## config.mk

```make
export PLATFORM = sky130hd
export DESIGN_NAME = multi_timer_pwm_unit
export DESIGN_NICKNAME = d
export VERILOG_FILES = /design/src/rtl/multi_timer_pwm_unit.v
export VERILOG_INCLUDE_DIRS = /design/src /design/src/include
export SDC_FILE = /design/constraint.sdc
export NUM_CORES = 1
export LEC_CHECK = 0
export BUFFER_PORTS_ARGS = -buffer_cell sky130_fd_sc_hd__buf_2
export CAP_MARGIN = 20
export CORE_ASPECT_RATIO = 2
export CORE_MARGIN = 3
export CORE_UTILIZATION = 45
export DETAILED_ROUTE_END_ITERATION = 6
export GPL_ROUTABILITY_DRIVEN = 0
export GPL_TIMING_DRIVEN = 0
export PLACE_DENSITY = 0.62
export REMOVE_ABC_BUFFERS = 1
export SETUP_SLACK_MARGIN = 0.02
export SLEW_MARGIN = 15
export SYNTH_ARGS = -nofsm -noshare
export SYNTH_HDL_FRONTEND = slang
export SYNTH_SLANG_ARGS = --single-unit
```

## constraint.sdc

```tcl
create_clock -name i_clk -period 3.75 [get_ports i_clk]
set_input_delay 0.75 -clock i_clk [delete_from_list [all_inputs] [get_ports i_clk]]
set_output_delay 0.75 -clock i_clk [all_outputs]
set_load 0.05 [all_outputs]
```

## src/include/multi_timer_defines.vh

```
`ifndef MULTI_TIMER_DEFINES_VH
`define MULTI_TIMER_DEFINES_VH

// Register byte offsets
`define OFS_PRESCALER_CONTROL 8'h00
`define OFS_PRESCALER_RELOAD 8'h04
`define OFS_TIMER_ONE_CONTROL 8'h08
`define OFS_TIMER_ONE_DATA 8'h0C
`define OFS_TIMER_ONE_RELOAD 8'h10
`define OFS_TIMER_TWO_CONTROL 8'h14
`define OFS_TIMER_TWO_DATA 8'h18
`define OFS_PWM_HIGH_RELOAD 8'h1C
`define OFS_TIMER_TWO_RESTORE 8'h20
`define OFS_TIMER_THREE_CONTROL 8'h24
`define OFS_DISPLAY_TIMER_CONTROL 8'h28
`define OFS_TIMER_THREE_SOURCE 8'h2C
`define OFS_DISPLAY_TIMER_DATA 8'h30
`define OFS_INT_CONTROL 8'h34
`define OFS_IRQ_FLAGS 8'h38
`define OFS_TIMER_THREE_COUNT 8'h3C

// Field positions
`define PRESCALER_RUN_BIT 0
`define T1_SRC_LSB 0
`define T1_RUN_BIT 2
`define T1_AUTOSTOP_BIT 3
`define T2_SRC_BIT 0
`define T2_RUN_BIT 1
`define T2_EXTEND_BIT 2
`define T2_PWM_BIT 3
`define T3_LEN_LSB 0
`define T3_RUN_BIT 3
`define DT_EDGE_BIT 0
`define DT_GATE_BIT 1
`define DT_SRC_BIT 2
`define DT_RUN_BIT 3
`define T3_SRC_LSB 0
`define START_TRIG_BIT 0
`define T3_TAP_BIT 4

// Timer one sources
`define T1_SRC_PRESCALER 2'h0
`define T1_SRC_COUNTER_PIN 2'h1
`define T1_SRC_INSTR 2'h2
`define T1_SRC_MAIN_XTAL 2'h3

// Reset values and timer three base length
`define RST_CTRL 4'h0
`define RST_BYTE 8'h00
`define RST_NIBBLE 4'h0
`define T3_INIT 16'hFFFF
`define T3_BASE_LEN 16'h0200

`endif

```

## src/rtl/multi_timer_pwm_unit.v

```verilog
// Implementation choices: the register addresses and the APB slave port.
`timescale 1ns/1ps
`include "multi_timer_defines.vh"

// Notes on behaviour
// - Prescaler 8-bit down counter, divide by n+1
// - Prescaler load sets both; read returns reload
// - Timer one 8-bit, divides source by n+1
// - Timer one source bits 1:0, run bit 2
// - Timer one underflow sets flag, reloads, continues
// - Pin start trigger; bit 3 auto-stops at underflow
// - Timer two load, high write, restore operations
// - Timer two source bit 0, run bit 1
// - Timer two underflow sets flag, reloads low
// - PWM mode alternates low and high reloads
// - High interval extended by half period
// - Timer one underflow toggles PWM pin gating
// - Stop during high interval waits for underflow
// - Timer three 16-bit, length and source, run bit
// - Timer three completes count, sets flag, continues
// - Timer three stop resets counter to FFFF
// - Timer three runs in power-down, wakes system
// - Display timer 4-bit write-only, divide by n+1
// - Display timer source bit 2, run bit 3
// - Timer three length codes 512 to 65536
// - Timer three source sub, prescaler, low, high osc
// - Display source timer three bit 4 or system
// - Timer two source main crystal or prescaler/2
module multi_timer_pwm_unit #(
	parameter NUM_PINS = 6
) (
	input wire i_clk,
	input wire i_srst,
	input wire psel,
	input wire penable,
	input wire pwrite,
	input wire [7:0] paddr,
	input wire [31:0] pwdata,
	output reg [31:0] prdata,
	output reg pready,
	output reg pslverr,
	input wire i_main_crystal_input,
	input wire i_sub_crystal_input,
	input wire i_low_osc,
	input wire i_high_osc,
	input wire i_counter_pin,
	input wire i_ext_int_pin,
	input wire i_power_down_mode,
	output reg o_counter_pin_out,
	output reg o_counter_pin_oe,
	output reg o_prescaler_output,
	output reg o_display_timer_underflow,
	output reg o_wake,
	output reg o_timer_one_irq_flag,
	output reg o_timer_two_irq_flag,
	output reg o_timer_three_irq_flag
);

	function [2:0] sel_hit;
		input [7:0] addr;
		input [7:0] ofs;
		begin
			sel_hit = (addr == ofs) ? 3'h1 : 3'h0;
		end
	endfunction

	// Pin synchronisers, three stages, change accepted when stages two and three agree
	wire [NUM_PINS-1:0] pin_raw;
	reg [NUM_PINS-1:0] pin_filt_q;
	reg [NUM_PINS-1:0] pin_rise_q;
	reg [NUM_PINS-1:0] pin_fall_q;
	assign pin_raw = {i_ext_int_pin, i_counter_pin, i_high_osc, i_low_osc,
		i_sub_crystal_input, i_main_crystal_input};
	genvar g;
	generate
		for (g = 0; g < NUM_PINS; g = g + 1) begin : g_sync
			reg s1_q;
			reg s2_q;
			reg s3_q;
			always @(posedge i_clk) begin
				if (i_srst) begin
					s1_q <= 1'b0;
					s2_q <= 1'b0;
					s3_q <= 1'b0;
					pin_filt_q[g] <= 1'b0;
					pin_rise_q[g] <= 1'b0;
					pin_fall_q[g] <= 1'b0;
				end else begin
					s1_q <= pin_raw[g];
					s2_q <= s1_q;
					s3_q <= s2_q;
					if (s2_q == s3_q) begin
						pin_filt_q[g] <= s3_q;
					end
					pin_rise_q[g] <= (s2_q == s3_q) && s3_q && !pin_filt_q[g];
					pin_fall_q[g] <= (s2_q == s3_q) && !s3_q && pin_filt_q[g];
				end
			end
		end
	endgenerate
	wire main_p = pin_rise_q[0];
	wire sub_p = pin_rise_q[1];
	wire low_p = pin_rise_q[2];
	wire high_p = pin_rise_q[3];
	wire ext_int_p = pin_rise_q[5];

	// Registers
	reg [3:0] pa_q;
	reg [3:0] w1_q;
	reg [3:0] w2_q;
	reg [3:0] w3_q;
	reg [3:0] w4_q;
	reg [3:0] w5_q;
	reg [3:0] intc_q;
	reg [7:0] ps_cnt_q;
	reg [7:0] ps_rel_q;
	reg [7:0] t1_cnt_q;
	reg [7:0] t1_rel_q;
	reg [7:0] t2_cnt_q;
	reg [7:0] t2_low_q;
	reg [7:0] t2_high_q;
	reg [15:0] t3_cnt_q;
	reg [3:0] dt_cnt_q;
	reg [3:0] dt_rel_q;

	// APB: answer one cycle after setup, so every access completes with no wait state
	wire setup = psel && !penable;
	wire wr = psel && penable && pwrite && pready;
	wire [7:0] wa = paddr;
	wire [3:0] wd = pwdata[3:0];
	wire [7:0] wb = pwdata[7:0];
	wire w_pa = wr && sel_hit(wa, `OFS_PRESCALER_CONTROL) != 3'h0;
	wire w_psrel = wr && sel_hit(wa, `OFS_PRESCALER_RELOAD) != 3'h0;
	wire w_w1 = wr && sel_hit(wa, `OFS_TIMER_ONE_CONTROL) != 3'h0;
	wire w_t1 = wr && sel_hit(wa, `OFS_TIMER_ONE_DATA) != 3'h0;
	wire w_t1rel = wr && sel_hit(wa, `OFS_TIMER_ONE_RELOAD) != 3'h0;
	wire w_w2 = wr && sel_hit(wa, `OFS_TIMER_TWO_CONTROL) != 3'h0;
	wire w_t2 = wr && sel_hit(wa, `OFS_TIMER_TWO_DATA) != 3'h0;
	wire w_t2h = wr && sel_hit(wa, `OFS_PWM_HIGH_RELOAD) != 3'h0;
	wire w_t2r = wr && sel_hit(wa, `OFS_TIMER_TWO_RESTORE) != 3'h0;
	wire w_w3 = wr && sel_hit(wa, `OFS_TIMER_THREE_CONTROL) != 3'h0;
	wire w_w4 = wr && sel_hit(wa, `OFS_DISPLAY_TIMER_CONTROL) != 3'h0;
	wire w_w5 = wr && sel_hit(wa, `OFS_TIMER_THREE_SOURCE) != 3'h0;
	wire w_dt = wr && sel_hit(wa, `OFS_DISPLAY_TIMER_DATA) != 3'h0;
	wire w_ic = wr && sel_hit(wa, `OFS_INT_CONTROL) != 3'h0;
	wire w_fl = wr && sel_hit(wa, `OFS_IRQ_FLAGS) != 3'h0;

	reg [31:0] rd_d;
	reg err_d;
	always @* begin
		rd_d = 32'h00000000;
		err_d = 1'b0;
		case (paddr)
			`OFS_PRESCALER_CONTROL: rd_d[3:0] = pa_q;
			`OFS_PRESCALER_RELOAD: rd_d[7:0] = ps_rel_q;
			`OFS_TIMER_ONE_CONTROL: rd_d[3:0] = w1_q;
			`OFS_TIMER_ONE_DATA: rd_d[7:0] = t1_cnt_q;
			`OFS_TIMER_TWO_CONTROL: rd_d[3:0] = w2_q;
			`OFS_TIMER_TWO_DATA: rd_d[7:0] = t2_cnt_q;
			`OFS_TIMER_THREE_CONTROL: rd_d[3:0] = w3_q;
			`OFS_DISPLAY_TIMER_CONTROL: rd_d[3:0] = w4_q;
			`OFS_TIMER_THREE_SOURCE: rd_d[3:0] = w5_q;
			`OFS_INT_CONTROL: rd_d[3:0] = intc_q;
			`OFS_IRQ_FLAGS: rd_d[2:0] = {o_timer_three_irq_flag,
				o_timer_two_irq_flag, o_timer_one_irq_flag};
			`OFS_TIMER_THREE_COUNT: rd_d[15:0] = t3_cnt_q;
			// Write-only locations read as zero
			`OFS_TIMER_ONE_RELOAD, `OFS_PWM_HIGH_RELOAD, `OFS_TIMER_TWO_RESTORE,
			`OFS_DISPLAY_TIMER_DATA: rd_d = 32'h00000000;
			default: err_d = 1'b1;
		endcase
	end

	always @(posedge i_clk) begin
		if (i_srst) begin
			pready <= 1'b0;
			pslverr <= 1'b0;
			prdata <= 32'h00000000;
		end else begin
			pready <= setup;
			if (setup) begin
				prdata <= pwrite ? 32'h00000000 : rd_d;
				pslverr <= err_d;
			end else begin
				pslverr <= 1'b0;
			end
		end
	end

	// Count sources
	reg half_q;
	wire ps_under = pa_q[`PRESCALER_RUN_BIT] && ps_cnt_q == 8'h00;
	wire ps_half = ps_under && half_q;
	wire cnt_pin_p = w4_q[`DT_EDGE_BIT] ? pin_rise_q[4] : pin_fall_q[4];
	reg t1_src_p;
	always @* begin
		case (w1_q[`T1_SRC_LSB +: 2])
			`T1_SRC_PRESCALER: t1_src_p = ps_under;
			`T1_SRC_COUNTER_PIN: t1_src_p = cnt_pin_p;
			`T1_SRC_INSTR: t1_src_p = 1'b1;
			default: t1_src_p = main_p;
		endcase
	end
	wire t2_src_p = w2_q[`T2_SRC_BIT] ? ps_half : main_p;
	reg t3_src_p;
	always @* begin
		case (w5_q[`T3_SRC_LSB +: 2])
			2'h0: t3_src_p = sub_p;
			2'h1: t3_src_p = ps_under;
			2'h2: t3_src_p = low_p;
			default: t3_src_p = high_p;
		endcase
	end
	reg t3_tap_q;
	wire dt_src_p = w4_q[`DT_SRC_BIT] ? 1'b1 : (t3_tap_q && !t3_cnt_q[`T3_TAP_BIT]);

	// Timer one qualification
	reg sync_q;
	wire t1_go = w1_q[`T1_RUN_BIT] && (!intc_q[`START_TRIG_BIT] || sync_q);
	wire t1_under = t1_go && t1_src_p && t1_cnt_q == 8'h00;

	// Timer two state
	reg t2_run_q;
	reg pwm_q;
	reg gate_q;
	reg [15:0] per_cnt_q;
	reg [15:0] per_last_q;
	reg [15:0] ext_cnt_q;
	reg shift_q;
	// each extension toggles shift_q, moving the count pulses by half a period against the source
	wire [15:0] half_per = {1'b0, per_last_q[15:1]};
	wire t2_cnt_p = shift_q ? (per_cnt_q == half_per) : t2_src_p;
	wire t2_active = (w2_q[`T2_RUN_BIT] || t2_run_q) && ext_cnt_q == 16'h0000;
	wire t2_under = t2_active && t2_cnt_p && t2_cnt_q == 8'h00;

	wire [15:0] t3_len = `T3_BASE_LEN << w3_q[`T3_LEN_LSB +: 3];
	wire [15:0] t3_mask = t3_len - 16'h0001;
	wire t3_under = w3_q[`T3_RUN_BIT] && t3_src_p && (t3_cnt_q & t3_mask) == 16'h0000;

	always @(posedge i_clk) begin
		if (i_srst) begin
			pa_q <= `RST_CTRL;
			w1_q <= `RST_CTRL;
			w2_q <= `RST_CTRL;
			w3_q <= `RST_CTRL;
			w4_q <= `RST_CTRL;
			w5_q <= `RST_CTRL;
			intc_q <= `RST_CTRL;
			ps_cnt_q <= `RST_BYTE;
			ps_rel_q <= `RST_BYTE;
			t1_cnt_q <= `RST_BYTE;
			t1_rel_q <= `RST_BYTE;
			t2_cnt_q <= `RST_BYTE;
			t2_low_q <= `RST_BYTE;
			t2_high_q <= `RST_BYTE;
			t3_cnt_q <= `T3_INIT;
			dt_cnt_q <= `RST_NIBBLE;
			dt_rel_q <= `RST_NIBBLE;
			half_q <= 1'b0;
			sync_q <= 1'b0;
			t2_run_q <= 1'b0;
			pwm_q <= 1'b0;
			gate_q <= 1'b0;
			per_cnt_q <= 16'h0000;
			per_last_q <= 16'h0000;
			ext_cnt_q <= 16'h0000;
			shift_q <= 1'b0;
			t3_tap_q <= 1'b1;
			o_counter_pin_out <= 1'b0;
			o_counter_pin_oe <= 1'b0;
			o_prescaler_output <= 1'b0;
			o_display_timer_underflow <= 1'b0;
			o_wake <= 1'b0;
			o_timer_one_irq_flag <= 1'b0;
			o_timer_two_irq_flag <= 1'b0;
			o_timer_three_irq_flag <= 1'b0;
		end else begin
			if (w_pa) pa_q <= wd;
			if (w_w1) w1_q <= wd;
			if (w_w2) w2_q <= wd;
			if (w_w4) w4_q <= wd;
			if (w_w5) w5_q <= wd;
			if (w_ic) intc_q <= wd;
			if (w_w3) w3_q <= wd;

			if (w_psrel) begin
				ps_cnt_q <= wb;
				ps_rel_q <= wb;
			end else if (ps_under) begin
				ps_cnt_q <= ps_rel_q;
			end else if (pa_q[`PRESCALER_RUN_BIT]) begin
				ps_cnt_q <= ps_cnt_q - 8'h01;
			end
			if (ps_under) half_q <= !half_q;
			o_prescaler_output <= ps_under;

			if (!intc_q[`START_TRIG_BIT]) begin
				sync_q <= 1'b0;
			end else if (t1_under && w1_q[`T1_AUTOSTOP_BIT]) begin
				sync_q <= 1'b0;
			end else if (ext_int_p) begin
				sync_q <= 1'b1;
			end

			if (w_t1) begin
				t1_cnt_q <= wb;
				t1_rel_q <= wb;
			end else begin
				if (w_t1rel) t1_rel_q <= wb;
				if (t1_under) begin
					t1_cnt_q <= t1_rel_q;
				end else if (t1_go && t1_src_p) begin
					t1_cnt_q <= t1_cnt_q - 8'h01;
				end
			end

			if (w2_q[`T2_RUN_BIT]) begin
				t2_run_q <= pwm_q && w2_q[`T2_PWM_BIT];
			end else if (t2_under) begin
				t2_run_q <= 1'b0;
			end
			if (w_w2 && !wd[`T2_RUN_BIT] && pwm_q && w2_q[`T2_RUN_BIT]) t2_run_q <= 1'b1;

			// Source period measured so the extension can be half of it
			if (t2_src_p) begin
				per_cnt_q <= 16'h0001;
				per_last_q <= per_cnt_q;
			end else if (per_cnt_q != 16'hFFFF) begin
				per_cnt_q <= per_cnt_q + 16'h0001;
			end

			if (w_t2) begin
				t2_cnt_q <= wb;
				t2_low_q <= wb;
				pwm_q <= 1'b0;
				shift_q <= 1'b0;
			end else if (w_t2r) begin
				t2_cnt_q <= t2_low_q;
			end else if (ext_cnt_q != 16'h0000) begin
				ext_cnt_q <= ext_cnt_q - 16'h0001;
				if (ext_cnt_q == 16'h0001) pwm_q <= 1'b0;
			end else if (t2_under) begin
				if (w2_q[`T2_PWM_BIT] && !pwm_q) begin
					t2_cnt_q <= t2_high_q;
					pwm_q <= 1'b1;
				end else begin
					t2_cnt_q <= t2_low_q;
					if (w2_q[`T2_PWM_BIT] && w2_q[`T2_EXTEND_BIT] && pwm_q &&
						per_last_q[15:1] != 15'h0000) begin
						ext_cnt_q <= {1'b0, per_last_q[15:1]};
						shift_q <= !shift_q;
					end else begin
						pwm_q <= 1'b0;
					end
				end
			end else if (t2_active && t2_cnt_p) begin
				t2_cnt_q <= t2_cnt_q - 8'h01;
			end
			if (w_t2h) t2_high_q <= wb;

			if (!w1_q[`T1_RUN_BIT] || !w4_q[`DT_GATE_BIT]) begin
				gate_q <= 1'b0;
			end else if (t1_under) begin
				gate_q <= !gate_q;
			end
			o_counter_pin_oe <= w2_q[`T2_PWM_BIT];
			o_counter_pin_out <= w2_q[`T2_PWM_BIT] && pwm_q &&
				(!w4_q[`DT_GATE_BIT] || !w1_q[`T1_RUN_BIT] || gate_q);

			if (!w3_q[`T3_RUN_BIT]) begin
				t3_cnt_q <= `T3_INIT;
			end else if (t3_src_p) begin
				t3_cnt_q <= t3_cnt_q - 16'h0001;
			end
			t3_tap_q <= t3_cnt_q[`T3_TAP_BIT];
			o_wake <= t3_under && i_power_down_mode;

			if (w_dt) begin
				dt_cnt_q <= wd;
				dt_rel_q <= wd;
			end else if (w4_q[`DT_RUN_BIT] && dt_src_p) begin
				dt_cnt_q <= (dt_cnt_q == 4'h0) ? dt_rel_q : dt_cnt_q - 4'h1;
			end
			o_display_timer_underflow <= w4_q[`DT_RUN_BIT] && dt_src_p && dt_cnt_q == 4'h0;

			// Set wins over a write-one clear
			o_timer_one_irq_flag <= t1_under ||
				(o_timer_one_irq_flag && !(w_fl && pwdata[0]));
			o_timer_two_irq_flag <= t2_under ||
				(o_timer_two_irq_flag && !(w_fl && pwdata[1]));
			o_timer_three_irq_flag <= t3_under ||
				(o_timer_three_irq_flag && !(w_fl && pwdata[2]));
		end
	end

endmodule

```

==> metrics.txt <==
via count 9549; status finished, violations left; post-synthesis cell area between 0.01 and 0.015 sq mm; I/O Pins 94; design area 0.0119 sq mm; Routed Antenna Nets 0; worst-path fanout max 15; DRT Wirelength ~32000 um; maximum vdd drop around 0.37 mV; die area around 0.026 sq mm; adder-cell share of the synthesized area approximately 2.1%; Crit path arrival time 3880 ps; Mapped Cells 1287; Placed Area 0.0111 sq mm; initial antenna violation count 2; hold path depth 1; share of cells above drive strength 1 a little under a tenth; overall power between 5 and 6 mW; simple-gate share of the synthesized area around a quarter; total setup buffers inserted after CTS 0; post-CTS sizing 0; starting density of the core a little under half; post-synthesis mux area share roughly 5.5%; number of synthesized register bits 219; total track usage roughly a quarter; Clock Tree Buf Depth 3; Pint between 4 and 5 mW; leakage between 4 and 5 nW; worst min path class reg2reg; largest family of logic cells by synthesized area simple AND/OR/NAND/NOR gates; Die W about 120 um; violated checks design-rule violations; sequential power share 43.2%; Peak Freq slightly below 0.3 GHz; first-pass GRT wire length around 51000 um; final setup violation count 0; I/O Buffers 53; CP startpoint kind flip-flop; CTS root buf clkbuf_16; Switch Pwr between 1.5 and 2 mW; clk slew on worst S/H paths around 70 ps; clk sinks 219; Area Overhead vs Synth 10.8%; grt ovf 0; R2R depth 7; Post-Synth XOR/XNOR Area about 4.2%; switching part of the total power 28.6%; largest net degree at the start of global routing roughly 120; post-synth cell types 76; Tmin final about 3500 ps; Final nets ~1400; Vias/cell between 5 and 6; Slew headroom between 15 and 20%; crit end category flip-flop; DP Wirelength 23700 um; CP Launch Point pa_q[0]; vias in the first global route 9430; share of flip-flops with an asynchronous set or reset 0%; fin. max-slew vios 0; CTS tree built; yosys warns 0; DRC viols 2; Die H 224 um; min-delay src pin_filt_q[5]; post-synthesis compound-gate area fraction a little under a fifth; clock skew around 17 ps; Final Hold Vio Count 0; cts bufs inserted 22; combinational cell fraction of total power roughly 16%; sequential element share of the synthesized area 40.9%; Post-synth EDFFs 0; final hold slack between 400 and 500 ps; Max Cap Viol 0; # hold bufs at CTS 0; Most used DFF post-synth dfxtp_1; core region area about 0.023 sq mm; Syn Area/Cell 8.33 sq um; PwrDens 488 mW/mm^2; drt pass-1 iters 7; Slew @ Worst Pin about 1200 ps; WL/cell around 20 um; DR iter-0 viols 610; Worst-Skew Late Latency around 520 ps; # rows 79; CTS H-tree depth 1; final period utilization between 90% and 100%; clock group share of total power between 40% and 50%; critical path required time 4160 ps; worst reg2reg path startpoint pa_q[0]; Setup CP Type reg2reg; unrepaired setup endpoints after global routing no
-- cell families after synthesis --
logic type      after synthesis
flops                       219
compound gates              295
other cells                   1
buf+inv                     122
xor+xnor                     51
mux                          58
fa+ha+maj                    18
simple gates                523
-- registers in the layout (all words and copies together) (netlist names), 15 cells and up --
name,cells
ext_cnt_q,16
per_cnt_q,16
prdata,16
t3_cnt_q,16
per_last_q,15
-- layer usage --
layer	wire length (um)	global-route usage (%)	vias up	share of wire [%]
met5	11	0	-	0.034
met4	2930	20.0	2	9.0
met3	1260	3.72	146	3.9
met2	17100	45.0	273	53
met1	11100	24.3	4529	34
li1	-	-	4599	-
-- area by class of cell --
type | count | area, sq um
clock inverter | 9 | 140
sequential | 219 | 4380
clock buffer | 31 | 646
multi-input combinational | 961 | 5890
inverter | 32 | 120
tap | 283 | 354
fill | 2314 | 11500
timing repair buffer | 58 | 335
antenna | 1 | 2.50
-- critical path, cell delays in order, from the launching register on --
cell and delay, ps:
dfxtp_1 670, or4bb_1 640, o32ai_4 520, buf_8 240, nand2b_1 100, a21oi_1 600
nor2_1 220, o31a_1 350
-- power by group through the flow --
stage | logic (mW) | registers (mW) | clock network, mW
global placement | 0.892 | 2.55 | 0
CTS | 0.905 | 2.50 | 2.43
floorplan | 0.645 | 2.53 | 0
finish | 0.916 | 2.51 | 2.38
global route | 1.02 | 2.51 | 2.52
detailed placement | 0.901 | 2.56 | 0
-- Yosys cell counts, types with 12 or more instances --
cell type / n / area share, %
nor4_1: 15 / 0.88
o211ai_1: 16 / 1.1
nor3_1: 36 / 1.7
a21oi_1: 106 / 5.0
inv_1: 32 / 1.1
nand2_1: 147 / 5.1
clkbuf_1: 68 / 2.4
dfxtp_1: 219 / 41
ha_1: 18 / 2.1
a22oi_1: 27 / 1.9
xor2_1: 28 / 2.3
nor2b_1: 26 / 1.5
buf_4: 19 / 1.3
mux2i_1: 54 / 5.0
nor3b_1: 13 / 0.91
nor4b_1: 12 / 0.98
nor2_1: 133 / 4.7
o21ai_0: 43 / 2.0
xnor2_1: 23 / 1.9
nand3_1: 56 / 2.6
nand2b_1: 15 / 0.88
-- metrics by stage --
step | setup TNS [ps] | setup slack [ps] | utilization [%] | instances
finish | 0 | 280 | 50.9 | 1594
global route | 0 | 158 | 50.9 | 1594
CTS | 0 | 343 | 50.8 | 1592
detailed placement | 0 | 98.5 | 47.5 | 1552
global placement | -84900 | -1860 | 47.1 | 1548
floorplan | 0 | 263 | - | 1212
-- cells in the final DEF (no fill, tap or decap), drive strengths merged, types with 13 or more instances in the layout --
cell    count
nand2b     15
mux2i      54
a21oi     106
nor3b      13
ha         18
xor2       28
inv        32
nor2      133
clkbuf     32
o21ai      45
o211ai     16
buf        57
a22oi      27
conb       16
nor4       18
nor2b      26
nand3      56
dfxtp     219
nand2     147
xnor2      23
nor3       36
-- worst paths after layout --
check | end | slack (ps)
setup / recovery | t2_cnt_q[0] | 280
hold / removal | ext_int_p | 410
setup reg to reg | t2_cnt_q[0] | 280
hold reg to reg | ext_int_p | 410
No activity file was read; power rests on OpenSTA's default activity.
